===== src/design/pius_pkg.sv =====
// Shared constants and types for the parameter image upload link
package pius_pkg;

	// ==========================================================
	// Command encoding
	localparam logic [7:0]  PIUS_CMD_MEM_RD    = 8'h1D; // Memory-read code
	localparam logic [7:0]  PIUS_MODE_RAM_LONG = 8'h13; // RAM area, long size
	localparam logic [15:0] PIUS_SIZE_ONE      = 16'h0001; // One element

	// ==========================================================
	// Virtual address map
	localparam logic [31:0] PIUS_ADDR_LEN  = 32'h8001F000; // Length word
	localparam logic [31:0] PIUS_ADDR_DATA = 32'h8001F020; // Area base
	localparam logic [31:0] PIUS_ADDR_STEP = 32'h00000004; // Long word step
	localparam logic [1:0]  PIUS_ALIGN_OK  = 2'h0;         // Low bits aligned

	// ==========================================================
	// Image storage
	localparam int          PIUS_IDX_W     = 10;           // Long word index
	localparam int          PIUS_MEM_WORDS = 1 << PIUS_IDX_W;
	localparam logic [15:0] PIUS_LEN_RESET = 16'h0000;     // Empty image

	// ==========================================================
	// Timing
	localparam int          PIUS_CLK_KHZ    = 250000;      // mclk rate
	localparam int          PIUS_TIMEOUT_MS = 200;         // Longest processing
	localparam int          PIUS_TIMEOUT_CYC = PIUS_TIMEOUT_MS * PIUS_CLK_KHZ;
	localparam int          PIUS_TMR_W      = 26;
	localparam logic [2:0]  PIUS_RSP_LAT    = 3'h4;        // Drive reply delay

	// ==========================================================
	// Host sequencer states
	typedef enum logic [2:0] {
		PIUS_H_IDLE  = 3'h0,
		PIUS_H_SVOFF = 3'h1,
		PIUS_H_ISSUE = 3'h2,
		PIUS_H_WAIT  = 3'h3
	} pius_hstate_t;

	// Drive responder states
	typedef enum logic [1:0] {
		PIUS_D_IDLE = 2'h0,
		PIUS_D_READ = 2'h1,
		PIUS_D_RESP = 2'h2
	} pius_dstate_t;

endpackage


===== src/design/pius_link_if.sv =====
// Command/response link between host sequencer and drive
`timescale 1ns/10ps
`default_nettype none
interface pius_link_if;
	logic        cmd_valid;     // Command strobe
	logic [7:0]  cmd_code;      // First command byte
	logic [7:0]  cmd_mode;      // Access-kind selector
	logic [15:0] cmd_size;      // Element count
	logic [31:0] cmd_addr;      // Virtual address
	logic        servo_off_cmd; // Host requests servo off
	logic        rsp_valid;     // Response strobe
	logic [7:0]  response_command_code; // Echoed code
	logic        command_ready_flag;    // Drive ready
	logic        rsp_error;     // Command failed
	logic [31:0] rsp_data;      // Long word read
	logic        servo_on;      // Drive servo state

	modport host (
		output cmd_valid, cmd_code, cmd_mode, cmd_size, cmd_addr,
		output servo_off_cmd,
		input  rsp_valid, response_command_code, command_ready_flag,
		input  rsp_error, rsp_data, servo_on
	);
	modport drive (
		input  cmd_valid, cmd_code, cmd_mode, cmd_size, cmd_addr,
		input  servo_off_cmd,
		output rsp_valid, response_command_code, command_ready_flag,
		output rsp_error, rsp_data, servo_on
	);
endinterface
`default_nettype wire


===== src/design/pius_host.sv =====
// Host end: sequencer that uploads the drive's parameter image
`timescale 1ns/10ps
`default_nettype none

// Summary of operation
// - Memory-read code 1D sent and echoed
// - Access kind 13 hex on every read
// - Drive returns only whole long words
// - First read length word at 8001F000
// - Then read area from 8001F020 onward
// - Address advances by four after each good area read
// - Done when code echoed and ready set
// - Retry failed read once, then abort
// - Servo switched off before any upload
// - Drive parameters form virtual memory space
// - Area spans about two thousand words
// - Spindle drive image holds motor parameters
module pius_host
	import pius_pkg::*;
#(
	parameter int TIMEOUT_CYC = PIUS_TIMEOUT_CYC // Response wait limit
)
(
	input  wire logic        mclk,         // Clock
	input  wire logic        rst_n,        // Async reset, low
	pius_link_if.host        lnk,          // Link to drive
	input  wire logic        start,        // Begin upload, pulse
	output logic             busy,         // Upload running
	output logic             done,         // Upload finished, pulse
	output logic             aborted,      // Upload given up, pulse
	output logic             word_valid,   // Image word strobe
	output logic [31:0]      word_data,    // Image word
	output logic [15:0]      word_index,   // Long word number
	output logic [15:0]      image_length  // Length in 16-bit words
);

	// ==========================================================
	// Sequencer state
	localparam logic [PIUS_TMR_W-1:0] TMR_LAST =
		PIUS_TMR_W'(TIMEOUT_CYC - 1);

	pius_hstate_t          state;
	pius_hstate_t          next_state;
	logic                  phase_data;
	logic                  next_phase_data;
	logic                  retry;
	logic                  next_retry;
	logic [31:0]           addr;
	logic [31:0]           next_addr;
	logic [15:0]           remain;
	logic [15:0]           next_remain;
	logic [PIUS_TMR_W-1:0] tmr;
	logic [PIUS_TMR_W-1:0] next_tmr;
	logic                  cmd_v;
	logic                  next_cmd_v;
	logic                  svoff;
	logic                  next_svoff;
	logic                  next_busy;
	logic                  next_done;
	logic                  next_aborted;
	logic                  next_word_valid;
	logic [31:0]           next_word_data;
	logic [15:0]           next_word_index;
	logic [15:0]           next_image_length;
	logic                  rsp_ok;
	logic                  rsp_bad;

	// Response judgement
	assign rsp_ok  = lnk.rsp_valid && !lnk.rsp_error
		&& (lnk.response_command_code == PIUS_CMD_MEM_RD)
		&& lnk.command_ready_flag;
	assign rsp_bad = (lnk.rsp_valid && !rsp_ok) || (tmr == TMR_LAST);

	// Next-state logic of the upload sequence
	always_comb begin
		next_state        = state;
		next_phase_data   = phase_data;
		next_retry        = retry;
		next_addr         = addr;
		next_remain       = remain;
		next_tmr          = tmr;
		next_cmd_v        = 1'b0;
		next_svoff        = svoff;
		next_busy         = busy;
		next_done         = 1'b0;
		next_aborted      = 1'b0;
		next_word_valid   = 1'b0;
		next_word_data    = word_data;
		next_word_index   = word_index;
		next_image_length = image_length;
		unique case (state)
			PIUS_H_IDLE: begin
				if (start) begin
					next_state = PIUS_H_SVOFF;
					next_busy  = 1'b1;
					next_svoff = 1'b1;
				end
			end
			PIUS_H_SVOFF: begin
				// Hold off until the drive reports servo off
				if (!lnk.servo_on) begin
					next_state      = PIUS_H_ISSUE;
					next_phase_data = 1'b0;
					next_retry      = 1'b0;
					next_addr       = PIUS_ADDR_LEN;
					next_word_index = 16'h0000;
				end
			end
			PIUS_H_ISSUE: begin
				next_cmd_v = 1'b1;
				next_tmr   = '0;
				next_state = PIUS_H_WAIT;
			end
			PIUS_H_WAIT: begin
				next_tmr = tmr + 1'b1;
				if (rsp_ok) begin
					next_retry = 1'b0;
					if (!phase_data) begin
						next_image_length = lnk.rsp_data[15:0];
						next_remain = {1'b0, lnk.rsp_data[15:1]};
						next_addr   = PIUS_ADDR_DATA;
						next_phase_data = 1'b1;
						if (lnk.rsp_data[15:1] == 15'h0000) begin
							next_state = PIUS_H_IDLE;
							next_busy  = 1'b0;
							next_done  = 1'b1;
							next_svoff = 1'b0;
						end else begin
							next_state = PIUS_H_ISSUE;
						end
					end else begin
						next_word_valid = 1'b1;
						next_word_data  = lnk.rsp_data;
						next_word_index = word_index + 16'h0001;
						next_remain     = remain - 16'h0001;
						next_addr       = addr + PIUS_ADDR_STEP;
						if (remain == 16'h0001) begin
							next_state = PIUS_H_IDLE;
							next_busy  = 1'b0;
							next_done  = 1'b1;
							next_svoff = 1'b0;
						end else begin
							next_state = PIUS_H_ISSUE;
						end
					end
				end else if (rsp_bad) begin
					if (!retry) begin
						next_retry = 1'b1;
						next_state = PIUS_H_ISSUE;
					end else begin
						next_state   = PIUS_H_IDLE;
						next_busy    = 1'b0;
						next_aborted = 1'b1;
						next_svoff   = 1'b0;
					end
				end
			end
			default: begin
				next_state = PIUS_H_IDLE;
				next_busy  = 1'b0;
				next_svoff = 1'b0;
			end
		endcase
	end

	// Sequencer registers
	always_ff @(posedge mclk or negedge rst_n) begin
		if (!rst_n) begin
			state        <= PIUS_H_IDLE;
			phase_data   <= 1'b0;
			retry        <= 1'b0;
			addr         <= 32'h00000000;
			remain       <= 16'h0000;
			tmr          <= '0;
			cmd_v        <= 1'b0;
			svoff        <= 1'b0;
			busy         <= 1'b0;
			done         <= 1'b0;
			aborted      <= 1'b0;
			word_valid   <= 1'b0;
			word_data    <= 32'h00000000;
			word_index   <= 16'h0000;
			image_length <= 16'h0000;
		end else begin
			state        <= next_state;
			phase_data   <= next_phase_data;
			retry        <= next_retry;
			addr         <= next_addr;
			remain       <= next_remain;
			tmr          <= next_tmr;
			cmd_v        <= next_cmd_v;
			svoff        <= next_svoff;
			busy         <= next_busy;
			done         <= next_done;
			aborted      <= next_aborted;
			word_valid   <= next_word_valid;
			word_data    <= next_word_data;
			word_index   <= next_word_index;
			image_length <= next_image_length;
		end
	end

	// ==========================================================
	// Command fields toward the drive
	assign lnk.cmd_valid     = cmd_v;
	assign lnk.cmd_code      = PIUS_CMD_MEM_RD;
	assign lnk.cmd_mode      = PIUS_MODE_RAM_LONG;
	assign lnk.cmd_size      = PIUS_SIZE_ONE;
	assign lnk.cmd_addr      = addr;
	assign lnk.servo_off_cmd = svoff;

endmodule
`default_nettype wire


===== src/flat_wrapper.sv =====
// flat-port wrapper written by rule: the top's interface ports become plain ports
module pius_host_flat import pius_pkg::*;
#(
	parameter int TIMEOUT_CYC = PIUS_TIMEOUT_CYC                       
)
  (mclk, rst_n, start, busy, done, aborted, word_valid, word_data, word_index, image_length, lnk_cmd_valid, lnk_cmd_code, lnk_cmd_mode, lnk_cmd_size, lnk_cmd_addr, lnk_servo_off_cmd, lnk_rsp_valid, lnk_response_command_code, lnk_command_ready_flag, lnk_rsp_error, lnk_rsp_data, lnk_servo_on);
  pius_link_if lnk_i ();
  input  wire logic mclk;
  input  wire logic rst_n;
  input  wire logic start;
  output logic busy;
  output logic done;
  output logic aborted;
  output logic word_valid;
  output logic [31:0] word_data;
  output logic [15:0] word_index;
  output logic [15:0] image_length;
  output wire logic [$bits(lnk_i.cmd_valid)-1:0] lnk_cmd_valid;
  output wire logic [$bits(lnk_i.cmd_code)-1:0] lnk_cmd_code;
  output wire logic [$bits(lnk_i.cmd_mode)-1:0] lnk_cmd_mode;
  output wire logic [$bits(lnk_i.cmd_size)-1:0] lnk_cmd_size;
  output wire logic [$bits(lnk_i.cmd_addr)-1:0] lnk_cmd_addr;
  output wire logic [$bits(lnk_i.servo_off_cmd)-1:0] lnk_servo_off_cmd;
  input wire logic [$bits(lnk_i.rsp_valid)-1:0] lnk_rsp_valid;
  input wire logic [$bits(lnk_i.response_command_code)-1:0] lnk_response_command_code;
  input wire logic [$bits(lnk_i.command_ready_flag)-1:0] lnk_command_ready_flag;
  input wire logic [$bits(lnk_i.rsp_error)-1:0] lnk_rsp_error;
  input wire logic [$bits(lnk_i.rsp_data)-1:0] lnk_rsp_data;
  input wire logic [$bits(lnk_i.servo_on)-1:0] lnk_servo_on;
  assign lnk_cmd_valid = lnk_i.cmd_valid;
  assign lnk_cmd_code = lnk_i.cmd_code;
  assign lnk_cmd_mode = lnk_i.cmd_mode;
  assign lnk_cmd_size = lnk_i.cmd_size;
  assign lnk_cmd_addr = lnk_i.cmd_addr;
  assign lnk_servo_off_cmd = lnk_i.servo_off_cmd;
  assign lnk_i.rsp_valid = lnk_rsp_valid;
  assign lnk_i.response_command_code = lnk_response_command_code;
  assign lnk_i.command_ready_flag = lnk_command_ready_flag;
  assign lnk_i.rsp_error = lnk_rsp_error;
  assign lnk_i.rsp_data = lnk_rsp_data;
  assign lnk_i.servo_on = lnk_servo_on;
  pius_host #(.TIMEOUT_CYC(TIMEOUT_CYC)) u_core (.mclk(mclk), .rst_n(rst_n), .lnk(lnk_i), .start(start), .busy(busy), .done(done), .aborted(aborted), .word_valid(word_valid), .word_data(word_data), .word_index(word_index), .image_length(image_length));
endmodule

===== config.mk =====
export PLATFORM = sky130hd
export DESIGN_NAME = pius_host_flat
export DESIGN_NICKNAME = d
export VERILOG_FILES = /design/src/design/pius_pkg.sv /design/src/design/pius_link_if.sv /design/src/design/pius_host.sv /design/src/flat_wrapper.sv
export SDC_FILE = /design/constraint.sdc
export NUM_CORES = 1
export LEC_CHECK = 0
export BUFFER_PORTS_ARGS = -buffer_cell sky130_fd_sc_hd__buf_2
export CORE_MARGIN = 2
export CORE_UTILIZATION = 58
export DETAILED_ROUTE_END_ITERATION = 12
export PLACE_DENSITY_LB_ADDON = 0.08
export SETUP_SLACK_MARGIN = 0.5
export SYNTH_ARGS = -nofsm -noshare
export SYNTH_HDL_FRONTEND = slang
export SYNTH_SLANG_ARGS = --single-unit

===== constraint.sdc =====
create_clock -name mclk -period 4.86 [get_ports mclk]
set_input_delay 0.486 -clock mclk [delete_from_list [all_inputs] [get_ports mclk]]
set_output_delay 0.486 -clock mclk [all_outputs]
set_load 0.05 [all_outputs]

### Word-level counts from Yosys, hierarchy flattened

Index checks and enable logic that the tools add are counted.

* bits of input ports: 47
* flip-flop bits (word level): 148

* eq/ne operators: 14
* add/subtract/negate cells: 4
* reductions and logical operators: 20
* mux-type cells: 46
* bitwise logic cells: 2

Operator list (count)
* $mux 32: 3
* $mux 16: 4
* $pmux 32 s2: 1
* $pmux 26 s2: 1
* $add 32x3->32 const B: 1
* $pmux 16 s2: 1
* $add 26x1->26 const B: 1
* $eq 26x26->1 const B: 1
* $mux 1: 24
* $add 16x1->16 const B: 1
* $eq 16x1->1 const B: 1
* $sub 16x1->16 const B: 1
* $logic_not 15->1: 1
* $mux 3: 5
* $reduce_and 3->1: 5
* $pmux 3 s4: 1
* $eq 8x5->1 const B: 1
* $eq 3x2->1 const B: 2
* $mux 2: 3
* $ne 3x1->1 const B: 2
* $reduce_and 6->1: 1
* $logic_and 1x1->1: 4
* $ne 2x1->1 const B: 2
* $ne 2x2->1 const B: 2
* 13 further kinds: 17

### Depth between registers and ports, before layout

* word-level depth: 10
* gate-level depth with buffers: 10
* gate-level depth less buffers: 7

### Least setup slack after synthesis

OpenSTA, ideal clock, no wires.

* path kind: flip-flop to flip-flop
* start point: register u_core.addr[8] (netlist: u_core.lnk.cmd_addr[8])
* end point: register u_core.addr[24] (netlist: u_core.lnk.cmd_addr[24])
* arrival: 1.985 ns
* stages on the path, launching flop included: 7
* path buffers: 1
* path slack: 2.723 ns
* period minus slack after synthesis: 2.137 ns
* path through: dfrtp_1 -> buf_2 -> and4_1 -> nand4_1 -> or3_1 -> a21oi_1 -> a21oi_1

* cells in the longest elaborated chain, start to end: 4

RTL lines
* from (decl): line pius_host.sv:48 `logic [31:0] addr;`
* from (signal assigned): line pius_host.sv:188 `addr <= next_addr;`
* $add 32x3->32: line pius_host.sv:136 `next_addr = addr + PIUS_ADDR_STEP;`
* $mux 32: line pius_host.sv:118 `if (!phase_data) begin`
* $mux 32: line pius_host.sv:116 `if (rsp_ok) begin`
* $pmux 32 s2: line pius_host.sv:91 `unique case (state)`

Every way passes these cells. The select of a mux whose other input is x is not followed.
A chain may end at the register's enable or synchronous reset.

### Worst setup path in the final report

* start point: register u_core.phase_data
* end point: register u_core.addr[21] (netlist: u_core.lnk.cmd_addr[21])

* cells in the longest elaborated chain, start to end: 3

RTL lines
* from (decl): line pius_host.sv:44 `logic phase_data;`
* from (signal assigned): line pius_host.sv:186 `phase_data <= next_phase_data;`
* $mux 32: line pius_host.sv:118
* $mux 32: line pius_host.sv:116
* $pmux 32 s2: line pius_host.sv:91

Every way passes these cells. The select of a mux whose other input is x is not followed.

==> results.txt <==
Synth unique cells: 69
Layout cell share with drive strength beyond 1: 20.3%
CTS tree: built
Port bufs: 146
Vias in the first global route: 6575
Core area: 12700 µm²
Finished Cell Area: 8890 µm²
Count of final hold-check violations: 0
WL final: 19.7 mm
#FFs+latches synth: 145
Leak: 4.50 nW
Vias: 6828
DRT antenna net count: 0
Remaining DRCs: 0
Largest net degree at the start of global routing: 99
Routed len/inst: 17.0 µm
Pre-antenna DRT Iters: 5
Seq/Total Area, Yosys: 48.0%
Sinks on Clock Net: 145
Placed cell areas: 8230 µm²
DP Worst Slack: 1.14 ns
Reg clk slew, reported paths: 0.06 ns
Setup ws final: 1.03 ns
CTS buffer count: 17
Total of max-cap violations: 0
Nets: 1030
Initial Utilization: 59.6%
Largest delay contributor family on the critical path: simple AND/OR/NAND/NOR gates
Setup_tns: 0 ns
CTS Hold Bufs: 0
Sequential cell area: 3630 µm²
Final HPWL DP: 13.3 mm
Hold Path Class: input port to asynchronous set/reset pin
RSZ-0062 raised after global routing: no
Max-slew violations: 0
CP max FO: 40
Clock root cell: clkbuf_16
Setup Skew: 0.00871 ns
Commonest non-fill, non-tap cell in the layout: nand2_1
Most frequent cells in the layout: nand2_1, buf_2, dfrtp_1
Worst-path cell chain: and4bb_1 -> nand4_2 -> buf_4 -> clkinv_2 -> nand2_1 -> or4_1 -> nand3_1
Post-synth EDFFs: 0
DR vias/cell: 5.89
Die Width: 118 µm
Worst Setup End Kind: flop
Die Y: 118 µm
Synth Warn #: 0
Startpoint types: flop
Ports: 181
Met2 Use GR: 48.8%
Post-Synthesis Cells: 843
Post-CTS Setup Bufs: 0
Resize count post-CTS: 0
Max Fclk: 261 MHz
Area growth from synthesis to layout: 17.7%
Async set-reset flop share out of synthesis: 100%
Antenna violations before repair: 0
Max H-tree Level: 4
Worst Path Buf+Inv: 2
Req. time, crit path: 5.22 ns
Arr. time, crit path: 4.19 ns
Final setup fails: 0
Top FF cell, synth: dfrtp_1
Cell Pwr Density: 381 nW/µm²
Grt peak-use layer: met2
Area of the die: 14000 µm²
Row count: 41
Met1 GRT Util: 35.7%
Post-Syn Area per Cell: 8.96 µm²
GRT Util Overall: 28.6%
Fin crit period: 3.83 ns
Slew @ Worst Pin: 1.16 ns
Maximum vdd ir drop: 215 µV
Starting DRC count in detailed routing: 632
Met3 Use GR: 6.54%
Status: complete, no violations
Crit path kind: flop to flop
Grt ovf: 0
Antenna diode count: 0
First-pass GRT wire length: 32.3 mm
Tcrit/Tclk final: 78.8%
Clk buf depth: 2
Routability cong.: 0.855
Clk_lat worst skew: 0.43 ns
Mapped Area: 7550 µm²
Largest stage delay, worst path: 1.11 ns
Fill cell count: 1050
Rel. slew slack: 22.3%
Multi-input gate area: 3550 µm²
Slowest cell on crit path: dfrtp_1
==> final cells by class <==
cell class | instances | share of cell area (%)
clock buffers | 19 | 4.87
clock inverters | 13 | 2.64
inverters | 16 | 0.689
repair buffers | 151 | 8.71
flip-flops and latches | 145 | 40.8
multi-input cells | 643 | 39.9
well taps | 172 | 2.42
==> cells by family after synthesis <==
family	share of synthesized area, %
muxes	2.00
AOI/OAI and AO/OA	14.0
xor gates and xnor gates	1.28
and+or+nand+nor	26.5
DFF	48.0
adders and majority gates	1.49
other	0.0994
buffers and inverters	6.61
==> Yosys cell counts, types with 3 or more instances <==
master / n / area (µm²)
a21o_1: 4 / 30.0
a21oi_1: 38 / 190
a21oi_2: 3 / 26.3
a22o_1: 4 / 35.0
a31oi_1: 9 / 56.3
a32o_1: 3 / 30.0
a41oi_1: 3 / 26.3
and2_1: 5 / 31.3
and3_1: 10 / 62.6
and4_1: 9 / 78.8
buf_2: 14 / 70.1
buf_4: 35 / 263
buf_6: 3 / 33.8
clkbuf_1: 18 / 67.6
dfrtp_1: 145 / 3630
ha_1: 9 / 113
inv_1: 15 / 56.3
mux2i_1: 14 / 140
nand2_1: 215 / 807
nand2b_1: 3 / 18.8
nand3_1: 39 / 195
nand4_1: 25 / 156
nor2_1: 32 / 120
nor3_1: 14 / 70.1
nor4_1: 16 / 100
nor4bb_1: 4 / 40.0
o211ai_1: 8 / 60.1
o21ai_0: 52 / 260
o22ai_1: 5 / 31.3
o31ai_1: 15 / 113
or3_1: 10 / 62.6
or4_1: 10 / 75.1
xor2_1: 10 / 87.6
==> sequential cells by signal, indices dropped and copies added (netlist names) <==
name	count
u_core.word_data	32
u_core.lnk.cmd_addr	30
u_core.tmr	26
u_core.image_length	16
u_core.remain	16
u_core.word_index	16
u_core.state	2
u_core.aborted	1
u_core.done	1
u_core.lnk.cmd_valid	1
u_core.lnk.servo_off_cmd	1
u_core.phase_data	1
u_core.retry	1
u_core.word_valid	1
==> worst paths after layout <==
check	startpoint	endpoint	slack [ns]	depth (start not counted)
min	rst_n	u_core.word_index[9]	0.13	1
max	u_core.phase_data	u_core.lnk.cmd_addr[21]	1.03	7
min reg2reg	u_core.tmr[25]	u_core.tmr[25]	0.46	1
max reg2reg	u_core.phase_data	u_core.lnk.cmd_addr[21]	1.03	7
min in group mclk	lnk_rsp_data[18]	u_core.word_data[18]	0.24	3
max in group asynchronous	rst_n	u_core.word_index[5]	3.51	2
==> metal layers <==
layer	routed length [µm]	part of all wire [%]	vias to the layer above
met5	0	0	-
met4	330	1.7	0
met3	1200	6.1	29
met2	10100	51	239
met1	8020	41	3351
li1	-	-	3209
==> worst reg2reg max path: stages, from the launching register on <==
cell and delay, ns:
dfrtp_1 1.11, and4bb_1 0.40, nand4_2 0.13, buf_4 0.31
clkinv_2 0.42, nand2_1 0.57, or4_1 0.71, nand3_1 0.11
==> per-stage QoR <==
step	power [mW]	instances	hold slack [ns]	util [%]
floorplan	1.78	875	0.190	-
global placement	1.91	1127	0.453	64.9
detailed placement	1.93	1127	0.457	64.9
CTS	3.41	1159	0.181	70.2
global route	3.53	1159	0.208	70.2
finish	3.39	1159	0.131	70.2
==> power breakdown <==
part	internal, mW	switching, mW
registers	1.25	0.0556
clock network	0.964	0.516
logic	0.149	0.458
Note: power is estimated with default switching activity, not from simulation.
